## src/hw/svwd_map.vh

```
// timing constants for the supervisor watchdog and chip-enable gate
`ifndef SVWD_MAP_VH
`define SVWD_MAP_VH
`define SVWD_CLK_HZ 25000000
`define SVWD_WDOG_MS 1600
`define SVWD_RST_MS 200
`define SVWD_CEWIN_US 18
// watchdog is a longest time: round down
`define SVWD_WDOG_CYC ((`SVWD_CLK_HZ / 1000) * `SVWD_WDOG_MS)
// reset pulse is a least time: division rounds down
`define SVWD_RST_CYC ((`SVWD_CLK_HZ / 1000) * `SVWD_RST_MS)
// completion window is a longest time: round down
`define SVWD_CEWIN_CYC ((`SVWD_CLK_HZ / 1000000) * `SVWD_CEWIN_US)
`define SVWD_TMR_W 26
`endif

```

## src/hw/svwd_supervisor.v

```verilog
// supervisor: reset timer, watchdog and chip-enable gate
// How it works
// - silent kick for 1.6 s forces reset
// - watchdog clears on reset or kick edge
// - watchdog holds zero during reset
// - floating kick disables the watchdog
// - backup needs supply below trip and backup
// - backup drives warn low, reset, ignores kick
// - gate passes chip-select when not in reset
// - reset disables chip-select path
// - write in progress at a supply dip gets 18 us window
// - window expiry closes gate, output high
// - chip-select rising inside window closes gate
// - closed gate ignores chip-select input
// - power-up keeps gate closed until release
// - closed gate drives output high
// - reset lasts 200 ms, restarts on dip
// - high reset is complement of low reset
`timescale 1ns/100ps
`include "svwd_map.vh"
module svwd_supervisor #(
  parameter WDOG_CYC = `SVWD_WDOG_CYC,
  parameter RST_CYC = `SVWD_RST_CYC,
  parameter CEWIN_CYC = `SVWD_CEWIN_CYC
) (
  input wire mclk,
  input wire rst,
  input wire kickIn,
  input wire kickFloat,
  input wire belowTrip,
  input wire belowBackup,
  input wire power_fail_warn_n,
  input wire ceInN,
  output reg resetOutN,
  output reg resetOut,
  output reg powerFailWarnN,
  output reg backupMode,
  output wire ceOutN
);
  // ******************************
  // reset timeout
  // ******************************
  wire backup = belowTrip & belowBackup;
  wire rstDone;
  wire wdogDone;
  reg inReset_q;
  reg kick_q;
  reg wdFire_q;
  // a supply dip restarts the pulse; a watchdog fire starts one
  wire rstClear = belowTrip | wdFire_q;
  svwd_timer #(.WIDTH(`SVWD_TMR_W), .TERM(RST_CYC[`SVWD_TMR_W-1:0])) rstTmr (
    .mclk(mclk),
    .rst(rst),
    .clear(rstClear),
    .run(inReset_q),
    .done(rstDone)
  );
  always @(posedge mclk or posedge rst) begin
    if (rst) begin
      inReset_q <= 1'b1;
    end else if (rstClear) begin
      inReset_q <= 1'b1;
    end else if (rstDone) begin
      inReset_q <= 1'b0;
    end
  end
  always @(posedge mclk or posedge rst) begin
    if (rst) begin
      resetOutN <= 1'b0;
      resetOut <= 1'b1;
      powerFailWarnN <= 1'b0;
      backupMode <= 1'b0;
    end else begin
      resetOutN <= ~(inReset_q | rstClear | backup);
      resetOut <= inReset_q | rstClear | backup;
      powerFailWarnN <= ~(power_fail_warn_n | backup);
      backupMode <= backup;
    end
  end
  // ******************************
  // watchdog
  // ******************************
  wire nowReset = inReset_q | rstClear;
  // kick ignored in backup and when floating
  wire wdOn = ~kickFloat & ~backup;
  wire kickEdge = wdOn & (kickIn != kick_q);
  always @(posedge mclk or posedge rst) begin
    if (rst) begin
      kick_q <= 1'b0;
      wdFire_q <= 1'b0;
    end else begin
      kick_q <= kickIn;
      wdFire_q <= wdogDone & wdOn & ~nowReset;
    end
  end
  svwd_timer #(.WIDTH(`SVWD_TMR_W), .TERM(WDOG_CYC[`SVWD_TMR_W-1:0])) wdTmr (
    .mclk(mclk),
    .rst(rst),
    .clear(nowReset | kickEdge | ~wdOn),
    .run(~nowReset),
    .done(wdogDone)
  );
  // ******************************
  // chip-enable gate
  // ******************************
  localparam GATE_OFF = 2'h0;
  localparam GATE_ON = 2'h1;
  localparam GATE_WIN = 2'h2;
  reg [1:0] gate_q;
  reg [1:0] gate_d;
  wire winDone;
  svwd_timer #(.WIDTH(`SVWD_TMR_W), .TERM(CEWIN_CYC[`SVWD_TMR_W-1:0])) ceTmr (
    .mclk(mclk),
    .rst(rst),
    .clear(gate_q != GATE_WIN),
    .run(1'b1),
    .done(winDone)
  );
  always @* begin
    gate_d = gate_q;
    case (gate_q)
      GATE_OFF: begin
        if (!nowReset && !backup) begin
          gate_d = GATE_ON;
        end
      end
      GATE_ON: begin
        if (nowReset || backup) begin
          // only a supply dip grants the write window; a watchdog reset shuts at once
          gate_d = (ceInN || !belowTrip) ? GATE_OFF : GATE_WIN;
        end
      end
      GATE_WIN: begin
        if (ceInN || winDone) begin
          gate_d = GATE_OFF;
        end
      end
      default: begin
        gate_d = GATE_OFF;
      end
    endcase
  end
  always @(posedge mclk or posedge rst) begin
    if (rst) begin
      gate_q <= GATE_OFF;
    end else begin
      gate_q <= gate_d;
    end
  end
  // pass-through is combinational: a transmission gate has no clock delay;
  // a write still low when reset trips keeps the path only in the window
  assign ceOutN = (gate_q == GATE_ON && !nowReset && !backup) ? ceInN :
                  (gate_q == GATE_WIN && !ceInN && !winDone) ? 1'b0 :
                  (gate_q == GATE_ON && belowTrip && !ceInN) ? 1'b0 : 1'b1;
endmodule // svwd_supervisor

```

## src/hw/svwd_timer.v

```verilog
// terminal-count timer with synchronous clear
`timescale 1ns/100ps
module svwd_timer #(
  parameter WIDTH = 26,
  parameter [WIDTH-1:0] TERM = 1
) (
  input wire mclk,
  input wire rst,
  input wire clear,
  input wire run,
  output reg done
);
  reg [WIDTH-1:0] cnt_q;
  always @(posedge mclk or posedge rst) begin
    if (rst) begin
      cnt_q <= {WIDTH{1'b0}};
      done <= 1'b0;
    end else if (clear) begin
      cnt_q <= {WIDTH{1'b0}};
      done <= 1'b0;
    end else if (run && !done) begin
      cnt_q <= cnt_q + {{(WIDTH-1){1'b0}}, 1'b1};
      done <= (cnt_q == TERM - {{(WIDTH-1){1'b0}}, 1'b1});
    end
  end
endmodule // svwd_timer

```

## config.mk

```make
export PLATFORM = sky130hd
export DESIGN_NAME = svwd_supervisor
export DESIGN_NICKNAME = d
export VERILOG_FILES = /design/src/hw/svwd_supervisor.v /design/src/hw/svwd_timer.v
export VERILOG_INCLUDE_DIRS = /design/src /design/src/hw
export SDC_FILE = /design/constraint.sdc
export NUM_CORES = 1
export LEC_CHECK = 0
export ABC_AREA = 0
export BUFFER_PORTS_ARGS = -buffer_cell sky130_fd_sc_hd__buf_2
export CAP_MARGIN = 20
export CORE_MARGIN = 2
export CORE_UTILIZATION = 55
export CTS_CLUSTER_SIZE = 8
export DETAILED_ROUTE_END_ITERATION = 10
export PLACE_DENSITY = 0.75
export SYNTH_ARGS = -nofsm -noshare
export SYNTH_HDL_FRONTEND = slang
export SYNTH_SLANG_ARGS = --single-unit
```

## constraint.sdc

```tcl
create_clock -name mclk -period 5.1 [get_ports mclk]
set_input_delay 1.02 -clock mclk [delete_from_list [all_inputs] [get_ports mclk]]
set_output_delay 1.02 -clock mclk [all_outputs]
set_load 0.1 [all_outputs]
```

Word-level counts from Yosys, hierarchy flattened
Index checks and enable logic that the tools add are counted.
{ "totals": {"register_bits": 90, "output_inout_bits": 5, "elab_cells": 91} }
{ "classes": {"add_sub_neg": 3, "eq_ne": 11, "mux": 22, "bitwise": 17, "reduce_logical": 24} }
{ "ops": {"columns": ["operator", "count"], "rows": [
  ["26-bit 2-to-1 mux", 6],
  ["26-bit by 1-bit adder with 26-bit output, second input constant", 3],
  ["26-bit by 23-bit equality test with 1-bit output, second input constant", 1],
  ["26-bit equality test, second input constant", 1],
  ["26-bit by 9-bit equality test with 1-bit output, second input constant", 1],
  ["1-bit 2-to-1 mux", 11],
  ["1-bit logical AND", 9],
  ["2-bit 2-to-1 mux", 4],
  ["2-bit != test, second input constant", 4],
  ["1-bit logical NOT", 7],
  ["1-bit NOT", 6],
  ["1-bit bitwise OR", 6],
  ["2-bit one-hot mux with 3 select lines", 1],
  ["2-bit nonzero test", 3],
  ["1-bit AND", 5],
  ["1-bit logical OR", 3],
  ["3-bit AND reduction", 1],
  ["2-bit by 1-bit equality test with 1-bit output, second input constant", 1],
  ["2-bit equality test, second input constant", 1],
  ["2-bit logical NOT", 1],
  ["2-bit by 1-bit != test with 1-bit output, second input constant", 1],
  ["1-bit != test", 1]
]} }

Logic depth before layout (Yosys ltp)
Gate-level depths: netlist of run 1.
{ "logic_depth": {"depth_word": 7, "mapped_depth": 6, "depth_no_buf": 5} }

Modules after synthesis
A second synthesis of run 1 with hierarchy kept.
{ "unflattened": {"hier_cells": 502, "hier_area_um2": 4867.2} }
{ "by_module_without_submodules": {"columns": ["mod", "instances", "cells_each", "area_each_um2"], "rows": [
  ["svwd_timer at wdTmr", 1, 157, 1536.5],
  ["svwd_timer at ceTmr", 1, 158, 1519.0],
  ["svwd_timer at rstTmr", 1, 156, 1452.6],
  ["svwd_supervisor", 1, 31, 359.1]
]} }

Worst setup path before layout of run 1
No wires, ideal clock.
{ "synth_path": {"kind": "in2out", "startpoint": "input belowTrip", "endpoint": "output ceOutN", "arrival_ps": 2219, "required_ps": 4080, "path_slack_ps": 1861, "stages": 5, "path_buffers": 1, "path_cell_list": "or2_2 > clkbuf_1 > nor2_1 > o21ai_0 > a21o_1"} }
{ "synth_between": {"elab_chain_len": 6, "word_cells_on_any_way": 12, "classes_between": "mux: 3; bitwise: 3; reduce/logical: 6"} }
{ "synth_rtl": {"columns": ["element", "line", "source"], "rows": [
  ["from (decl)", "svwd_supervisor.v:30", "input wire belowTrip,"],
  ["1-bit bitwise OR", "svwd_supervisor.v:50", "wire rstClear = belowTrip | wdFire_q;"],
  ["1-bit bitwise OR", "svwd_supervisor.v:83", "wire nowReset = inReset_q | rstClear;"],
  ["1-bit logical NOT", "svwd_supervisor.v:152", "assign ceOutN = (gate_q == GATE_ON && !nowReset && !backup) ? ceInN :"],
  ["1-bit logical AND (2 in a row)", "svwd_supervisor.v:152", null],
  ["1-bit 2-to-1 mux (*)", "svwd_supervisor.v:152", null],
  ["to (decl)", "svwd_supervisor.v:38", "output wire ceOutN"]
]} }
Mark *: on every way between the ends. The rest lies on a longest branch, timed or not.

Worst setup path in the final report of run 1
Same ends and word-level chain as after synthesis.

==> impl_metrics.py, run 1 <==
metrics = {
    "grt": {
        "overflow": 0,
        "grt_max_degree": 59,
        "grt_pass1_vias": 3550,
        "grt_pass1_wl_um": 16500,
        "antenna_found_initial": 0,
        "grt_usage_pct": 22.9,
    },
    "power": {
        "internal_power_mw": 0.905,
        "p_seq_share_pct": 59.6,
        "power_frac_clock_pct": 36.9,
        "power_switching_mw": 0.301,
        "switching_share_pct": 25.0,
        "leakagePower_nw": 1.95,
        "power.density_nw_per_um2": 241,
        "vdd_drop_max_mv": 0.140,
        "comb_power_share_pct": 3.4,
        "power_mw": 1.21,
    },
    "timing": {
        "post-route-min-period_ns": 3.51,
        "hold_violations": 0,
        "timing.fmax_mhz": 285,
        "worst_slew_pin_slew_ns": 1.03,
        "rsz0062_at_grt": "false",
        "setup_viol": 0,
        "slew_viol_final": 0,
        "period_share_pct": 68.9,
        "slew_headroom_pct": 31.6,
        "final.setup.tns_ns": 0,
        "finClkSkew_ns": 0.0112,
    },
    "placement": {
        "dp_hpwl_um": 6480,
        "io_buffers": 12,
        "gp_congestion": 0.869,
    },
    "layout": {
        "regArea_um2": 2250,
        "syn_to_final_growth_pct": 6.81,
        "nets": 509,
        "n_fill_cell": 702,
        "multi_input_area_um2": 2320,
        "drive_above_1_share_pct": 8.22,
        "insertedDiodeCount": 0,
    },
    "synthesis": {
        "synth_top_area_share_pct": 47.0,
        "synthTopCellsByCount": "dfrtp_1, nor2_1, nand2_1",
        "synth_edf_count": 0,
        "yosysSeqAreaShare_pct": 48.1,
        "ys_async_sr_fraction_pct": 100,
        "ys_types": 43,
        "synth-seq-cells": 90,
        "avgSynthCellArea_um2": 9.59,
        "synthCells": 489,
        "synth_ff_type": "dfrtp_1",
        "synth_fp_nets": 504,
        "synthTopCellsByArea": "dfrtp_1, xor2_1, a21oi_1, or4_1, nor2_1",
        "yosys_warnings": 0,
        "yosysTopAreaCell": "dfrtp_1",
        "netlist_area_um2": 4690,
        "yosysMostFrequentCell": "dfrtp_1",
    },
    "clock_tree": {
        "ctsHoldBuffers": 0,
        "cts_tree": "yes",
        "clk_latency_ns": 0.36,
        "cts_htree_levels": 3,
        "clk_pin_slew_ns": 0.09,
        "numCtsBuffers": 9,
        "cts_sinks": 90,
        "post_cts_buffers": 0,
        "ctsResizeCount": 0,
        "cts_root_buf": "clkbuf_8",
        "clk_path_buf_depth": 2,
    },
    "drt": {
        "drc_errors": 0,
        "dr.pass1.iters": 5,
        "drt_iter0_drc": 247,
        "routed_wl_um": 9640,
        "wl_per_cell_um": 16.0,
        "antenna_left": 0,
        "via_per_inst": 6.23,
        "via_count": 3763,
    },
    "floorplan": {
        "num_rows": 33,
        "pin_count": 13,
        "core_um2": 8260,
        "die-area_um2": 9280,
        "initial_core_util_pct": 56.8,
        "die_y_um": 96.3,
        "die_w_um": 96.3,
    },
    "setup_path": {
        "startpoint_type": "primary input",
        "cp-end-kind": "output pin",
        "rrSetupSlack_ns": 2.85,
        "crit_fanout": 26,
        "r2r_end": "rstTmr.cnt_q[16]",
        "reg2reg_from": "rstTmr.cnt_q[0]",
        "worstSetupPathType": "in2out",
        "critPathRequiredTime_ns": 4.08,
        "cp.arrival_ns": 2.49,
        "rr_worst_depth": 5,
    },
    "hold_path": {
        "hold_path_class": "reg2reg",
        "hp-start": "gate_q[1]",
        "hold_depth": 1,
        "min_to": "gate_q[0]",
    },
    "run_status": {
        "outcome": "completed",
    },
    "run": {
        "drv_cap": 0,
    },
}
==> cells in the final DEF (no fill, tap or decap), drive strengths merged, types with 8 or more instances in the layout <==
| cell type | synthesis | routed |
|---|---|---|
| nand4 | 20 | 20 |
| dfrtp | 88 | 88 |
| a21oi | 37 | 37 |
| xor2 | 24 | 24 |
| nand3 | 23 | 23 |
| nor4 | 13 | 13 |
| xnor2 | 10 | 10 |
| inv | 8 | 8 |
| buf | 4 | 15 |
| or3 | 22 | 22 |
| or4 | 25 | 25 |
| o21ai | 17 | 17 |
| and4 | 9 | 9 |
| clkbuf | 17 | 9 |
| nand2 | 38 | 38 |
| o31ai | 17 | 17 |
| nor2 | 45 | 45 |
| and3 | 10 | 10 |
==> area by class of cell <==
type	instances	share of cell area [%]
Inverter	8	0.625
Clock inverter	7	1.07
Clock buffer	9	2.47
Tap cell	105	2.62
Multi-Input combinational cell	370	46.3
Timing Repair Buffer	15	1.90
Sequential cell	90	45.0
==> power groups by stage <==
stage               Combinational (mW)  Clock (mW)  Sequential [mW]
detailed placement              0.0410           0            0.733
finish                          0.0413       0.445            0.719
CTS                             0.0412       0.456            0.719
floorplan                       0.0211           0            0.740
global route                    0.0471       0.484            0.720
global placement                0.0401           0            0.733
==> cells by family (layout without fill, tap and decap cells) <==
family	count (synthesis)	in the layout	synth area share, %
buffers and inverters	29	39	2.48
AOI/OAI and AO/OA	78	78	9.69
xor gates and xnor gates	34	34	6.35
adders and majority gates	7	7	1.87
and+or+nand+nor	244	244	30.0
DFF	90	90	48.1
muxes	7	7	1.49
==> state kept, by name, summed over array words and instances, names as in the netlist, 2 cells and up <==
register / count
ceTmr.cnt_q: 26
gate_q: 2
wdTmr.cnt_q: 26
rstTmr.cnt_q: 26
==> critical path: stages <==
cell and delay, ns:
buf_2 0.15, or2_2 0.45, nor2_1 0.12, o21ai_0 0.19, a21o_1 0.13, buf_2 0.41
==> through the flow <==
stage | utilization, % | hold slack (ns) | setup WS, ns | instances | instance area [µm²]
2_1_floorplan | - | 0.424 | 1.75 | 489 | 4690
3_3_place_gp | 58.2 | 0.434 | 1.61 | 587 | 4810
3_5_place_dp | 58.2 | 0.463 | 1.58 | 587 | 4810
4_1_cts | 60.4 | 0.476 | 1.57 | 603 | 4990
5_1_grt | 60.6 | 0.514 | 1.43 | 604 | 5010
6_report | 60.6 | 0.474 | 1.59 | 604 | 5010
==> worst max path at each step <==
stage | start | end | cells after the start
2_1_floorplan | rst | backupMode | 1
3_3_place_gp | belowTrip | ceOutN | 6
6_report | belowTrip | ceOutN | 6
5_1_grt | belowTrip | ceOutN | 6
4_1_cts | belowTrip | ceOutN | 6
3_5_place_dp | belowTrip | ceOutN | 6
==> per-layer routing <==
metal  part of all wire (%)  wire length [µm]  track usage (%)
met1                     46              4440             30.4
met2                     48              4630             36.2
met3                    4.3               418             5.87
met4                    1.6               155             8.45
met5                      0                 0                0
No activity file was read; power rests on OpenSTA's default activity.
==> inputs of run 2 (changes only) <==
--- a/config.mk
+++ b/config.mk
@@ -6,14 +6,14 @@
 export SDC_FILE = /design/constraint.sdc
 export NUM_CORES = 1
 export LEC_CHECK = 0
-export ABC_AREA = 0
+export ABC_AREA = 1
 export BUFFER_PORTS_ARGS = -buffer_cell sky130_fd_sc_hd__buf_2
 export CAP_MARGIN = 20
 export CORE_MARGIN = 2
 export CORE_UTILIZATION = 55
 export CTS_CLUSTER_SIZE = 8
 export DETAILED_ROUTE_END_ITERATION = 10
-export PLACE_DENSITY = 0.75
+export PLACE_DENSITY = 0.77
 export SYNTH_ARGS = -nofsm -noshare
 export SYNTH_HDL_FRONTEND = slang
 export SYNTH_SLANG_ARGS = --single-unit
==> constraint.sdc (replaced) <==
create_clock -name mclk -period 3.1 [get_ports mclk]
set_input_delay 0.62 -clock mclk [delete_from_list [all_inputs] [get_ports mclk]]
set_output_delay 0.62 -clock mclk [all_outputs]
set_load 0.1 [all_outputs]
==> impl_metrics.py, run 2 <==
metrics = {
    "synthesis": {
        "netlist_area_um2": 5370,
        "synth_ff_type": "dfrtp_1",
        "synth-simple-area-share_pct": 40.4,
        "synthXorXnorAreaFrac_pct": 0.326,
        "synthTopCellsByCount": "nand2_1, nor2_1, inv_1",
        "yosysSeqAreaShare_pct": 42.0,
        "synth_top_family_by_area": "simple AND/OR/NAND/NOR gates",
        "synth_edf_count": 0,
        "yosysMostFrequentCell": "nand2_1",
        "synth_top_area_share_pct": 41.0,
        "yosys_warnings": 0,
        "synth_compound_area_share_pct": 7.48,
        "synthTopCellsByArea": "dfrtp_1, nand2_1, nor2_1, inv_1, nand3_1",
        "synth_fp_nets": 797,
        "ys_types": 36,
        "synthAdderAreaFrac_pct": 1.63,
        "ys_async_sr_fraction_pct": 100,
        "synth-seq-cells": 90,
        "yosysTopAreaCell": "dfrtp_1",
        "synthMuxAreaShare_pct": 0,
        "avgSynthCellArea_um2": 6.87,
        "synthCells": 782,
    },
    "clock_tree": {
        "ctsResizeCount": 0,
        "cts_htree_levels": 3,
        "numCtsBuffers": 9,
        "clk_path_buf_depth": 2,
        "clk_pin_slew_ns": 0.09,
        "cts_tree": "yes",
        "ctsHoldBuffers": 0,
        "post_cts_buffers": 0,
        "cts_root_buf": "clkbuf_8",
        "clk_latency_ns": 0.38,
        "cts_sinks": 90,
    },
    "floorplan": {
        "initial_core_util_pct": 55.7,
        "die_w_um": 103,
        "pin_count": 13,
        "core_um2": 9640,
        "die_y_um": 103,
        "num_rows": 36,
        "die-area_um2": 10600,
    },
    "power": {
        "power.density_nw_per_um2": 385,
        "leakagePower_nw": 2.44,
        "vdd_drop_max_mv": 0.176,
        "power_mw": 2.24,
    },
    "layout": {
        "top_regs": "ceTmr.cnt_q (26), rstTmr.cnt_q (26), wdTmr.cnt_q (26)",
        "syn_to_final_growth_pct": 8.13,
        "n_fill_cell": 895,
        "drive_above_1_share_pct": 7.46,
        "final_common_cell": "nand2_1",
        "regArea_um2": 2250,
        "multi_input_area_um2": 2680,
        "final_cell_mix": "nand2_1, nor2_1, inv_1, dfrtp_1, nand3_1",
        "insertedDiodeCount": 0,
        "nets": 814,
    },
    "setup_path": {
        "critPathRequiredTime_ns": 2.48,
        "cp-end-kind": "output pin",
        "crit_fanout": 8,
        "cp.arrival_ns": 1.91,
        "startpoint_type": "flip-flop",
        "worstSetupPathType": "reg2out",
    },
    "drt": {
        "wl_per_cell_um": 12.9,
        "via_count": 5020,
        "via_per_inst": 5.36,
        "antenna_left": 0,
        "drc_errors": 0,
        "dr.pass1.iters": 5,
        "routed_wl_um": 12100,
        "drt_iter0_drc": 299,
    },
    "timing": {
        "setup_viol": 0,
        "period_share_pct": 81.5,
        "hold_violations": 0,
        "rsz0062_at_grt": "false",
        "post-route-min-period_ns": 2.53,
        "slew_headroom_pct": 53.6,
        "final.setup.tns_ns": 0,
        "finClkSkew_ns": 0.0146,
        "worst_slew_pin_slew_ns": 0.696,
        "timing.fmax_mhz": 396,
        "slew_viol_final": 0,
    },
    "grt": {
        "grt_usage_pct": 24.9,
        "grt_max_degree": 53,
        "grt_pass1_wl_um": 20800,
        "antenna_found_initial": 0,
        "grt_pass1_vias": 4856,
        "overflow": 0,
    },
    "hold_path": {
        "hold_path_class": "in2async",
    },
    "placement": {
        "io_buffers": 12,
        "dp_hpwl_um": 9000,
        "gp_congestion": 0.946,
    },
    "run_status": {
        "outcome": "completed",
    },
    "run": {
        "drv_cap": 0,
    },
}
run 2: power by group:
group          total, mW  internal, mW  switching (mW)
combinational     0.0714        0.0162          0.0552
clock              0.981         0.557           0.425
sequential          1.18          1.18         0.00481
total               2.24          1.75           0.485
run 2: final timing paths:
kind | from | to | slack (ns) | cells after the start
worst max-delay path | gate_q[1] | ceOutN | 0.57 | 4
max in group asynchronous | rst | ceTmr.done | 2.06 | 3
worst min register to register | gate_q[1] | gate_q[0] | 0.47 | 1
min in group mclk | kickIn | kick_q | 0.37 | 1
worst min-delay path | rst | rstTmr.cnt_q[10] | 0.33 | 2
worst max register to register | inReset_q | rstTmr.cnt_q[16] | 1.28 | 7
run 2: worst max-delay path: stages, from the launching register on:
cell and delay [ns]:
dfrtp_1 0.40, nand2_1 0.23, nor2_1 0.16, o31ai_2 0.27, buf_2 0.46
run 2: metrics by stage:
stage | hold slack (ns) | instances | instance area (µm²) | utilization, % | setup slack (ns)
6_report | 0.328 | 937 | 5810 | 60.2 | 0.573
5_1_grt | 0.360 | 937 | 5810 | 60.2 | 0.454
4_1_cts | 0.348 | 937 | 5810 | 60.2 | 0.581
3_5_place_dp | 0.459 | 921 | 5560 | 57.7 | 0.841
3_3_place_gp | 0.439 | 921 | 5560 | 57.7 | 0.880
2_1_floorplan | 0.423 | 782 | 5380 | - | 0.148
run 2: cell type report:
class | instances | share of cell area [%]
repair buffers | 14 | 1.51
multi-input cells | 586 | 46.2
clock inverters | 5 | 1.77
inverters | 98 | 6.44
flip-flops and latches | 90 | 38.8
well taps | 133 | 2.87
clock buffers | 11 | 2.43
run 2: cell families after synthesis:
logic type | count (synthesis)
adders and majority gates | 7
xor gates and xnor gates | 2
AOI/OAI and AO/OA | 74
and+or+nand+nor | 503
DFF | 90
buffers and inverters | 106
run 2: metal layers:
metal | global-route usage [%] | wire, µm | up-vias
met4 | 11.5 | 350 | 0
met2 | 40.7 | 5750 | 151
met3 | 5.42 | 553 | 39
li1 | - | - | 2523
met5 | 0 | 0 | -
met1 | 31.7 | 5480 | 2307
==> inputs of run 3 (changes only) <==
==> constraint.sdc (replaced) <==
create_clock -name mclk -period 2.3 [get_ports mclk]
set_input_delay 0.46 -clock mclk [delete_from_list [all_inputs] [get_ports mclk]]
set_output_delay 0.46 -clock mclk [all_outputs]
set_load 0.1 [all_outputs]
==> impl_metrics.py, run 3 (synthesized netlist as in run 2, its figures left out) <==
metrics = {
    "drt": {
        "via_per_inst": 5.32,
        "routed_wl_um": 11700,
        "drc_errors": 0,
        "via_count": 4987,
        "antenna_left": 0,
        "drt_iter0_drc": 411,
        "dr.pass1.iters": 5,
        "wl_per_cell_um": 12.5,
    },
    "power": {
        "vdd_drop_max_mv": 0.243,
        "power.density_nw_per_um2": 498,
        "leakagePower_nw": 2.43,
    },
    "clock_tree": {
        "clk_latency_ns": 0.36,
        "cts_htree_levels": 3,
        "cts_root_buf": "clkbuf_8",
        "cts_tree": "yes",
        "cts_sinks": 90,
        "numCtsBuffers": 9,
        "post_cts_buffers": 0,
        "clk_path_buf_depth": 2,
        "clk_pin_slew_ns": 0.09,
        "ctsHoldBuffers": 0,
    },
    "timing": {
        "setup_viol": 0,
        "final.setup.tns_ns": 0,
        "worst_slew_pin_slew_ns": 0.572,
        "finClkSkew_ns": 0.0112,
        "hold_violations": 0,
        "rsz0062_at_grt": "false",
        "period_share_pct": 93.9,
        "slew_viol_final": 0,
        "timing.fmax_mhz": 463,
        "setup_slack_ns": 0.141,
        "slew_headroom_pct": 61.8,
        "post-route-min-period_ns": 2.16,
    },
    "layout": {
        "syn_to_final_growth_pct": 7.88,
        "final_cell_mix": "nand2_1, nor2_1, inv_1, dfrtp_1, nand3_1",
        "drive_above_1_share_pct": 7.70,
        "final_util_pct": 60.1,
        "top_regs": "ceTmr.cnt_q (26), rstTmr.cnt_q (26), wdTmr.cnt_q (26)",
        "nets": 815,
        "insertedDiodeCount": 0,
        "final_common_cell": "nand2_1",
    },
    "grt": {
        "grt_pass1_vias": 4468,
        "grt.met1_usage_pct": 34.2,
        "use_met3_pct": 3.32,
        "overflow": 0,
        "grt_pass1_wl_um": 20100,
        "use_met2_pct": 37.3,
        "antenna_found_initial": 0,
        "busiest_layer": "met2",
        "grt_max_degree": 77,
        "grt_usage_pct": 23.7,
    },
    "hold_path": {
        "hold_path_class": "in2async",
    },
    "floorplan": {
        "die-area_um2": 10600,
        "initial_core_util_pct": 55.7,
        "pin_count": 13,
        "die_w_um": 103,
        "core_um2": 9640,
        "num_rows": 36,
        "die_y_um": 103,
    },
    "placement": {
        "io_buffers": 12,
        "dp_hpwl_um": 8770,
        "gp_congestion": 0.938,
        "dp_slack_ns": 0.382,
    },
    "setup_path": {
        "reg2reg_from": "inReset_q",
        "rr_worst_depth": 7,
        "worstSetupPathType": "reg2out",
        "rrSetupSlack_ns": 0.56,
        "r2r_end": "rstTmr.cnt_q[16]",
        "critPathRequiredTime_ns": 1.84,
        "crit_end": "ceOutN",
        "startpoint_type": "flip-flop",
        "crit_fanout": 6,
        "cp-startpoint": "inReset_q",
        "cp-end-kind": "output pin",
        "cp.arrival_ns": 1.70,
    },
    "run_status": {
        "outcome": "completed",
    },
    "run": {
        "drv_cap": 0,
    },
}
## run 3: cell types whose count changed in the layout (fill, tap and decap cells not counted)
cell	change
clkbuf_1	-1
clkinvlp_4	+2
bufinv_16	-1
clkbuf_8	-1
clkinv_4	+1
buf_4	+2
buf_2	-1
## run 3: per-stage QoR
step	power [mW]	hold slack, ns	instances	cell area, µm²
6_report	2.88	0.0632	938	5790
5_1_grt	2.99	0.0885	938	5790
4_1_cts	2.90	0.0729	938	5790
3_5_place_dp	1.72	0.442	922	5570
3_3_place_gp	1.72	0.442	922	5570
2_1_floorplan	1.69	0.423	782	5380
## run 3: repair_timing
action | CTS | global route
gates resized for setup | 1 | 0
setup endpoints to repair | 1 | 0
hold endpoints to repair | 0 | 0
## run 3: critical path, cell delays in order, from the launching register on
cell and delay (ns):
dfstp_2 0.54, inv_1 0.09, nand2_4 0.12, nor2_1 0.06
o31ai_2 0.19, buf_4 0.33
## run 3: final cells by class
class	count	area, µm²
tap	133	166
timing repair buffer	15	97.6
clock buffer	9	124
sequential	90	2250
fill	914	3850
clock inverter	7	93.8
multi-input combinational	586	2680
inverter	98	377
## run 3: layer usage
metal	vias to the layer above	share of wire [%]
li1	2522	-
met1	2324	49
met5	-	0
met2	128	45
met3	13	4.8
met4	0	0.99
## run 3: worst min-delay path by stage
stage,endpoint,cells after the start,start,slack [ns]
after global routing,rstTmr.cnt_q[15],2,rst,0.09
after global placement,gate_q[0],1,gate_q[1],0.44
after CTS,rstTmr.cnt_q[22],2,rst,0.07
after floorplan,gate_q[0],1,gate_q[1],0.42
final,rstTmr.cnt_q[22],2,rst,0.06
after detailed placement,gate_q[0],1,gate_q[1],0.44
## run 3: power by group
| part | switching [mW] | internal (mW) | total [mW] | leakage, nW |
|---|---|---|---|---|
| sequential | 0.00613 | 1.59 | 1.59 | 1.24 |
| combinational | 0.0730 | 0.0220 | 0.0950 | 1.08 |
| clock | 0.585 | 0.610 | 1.20 | 0.105 |
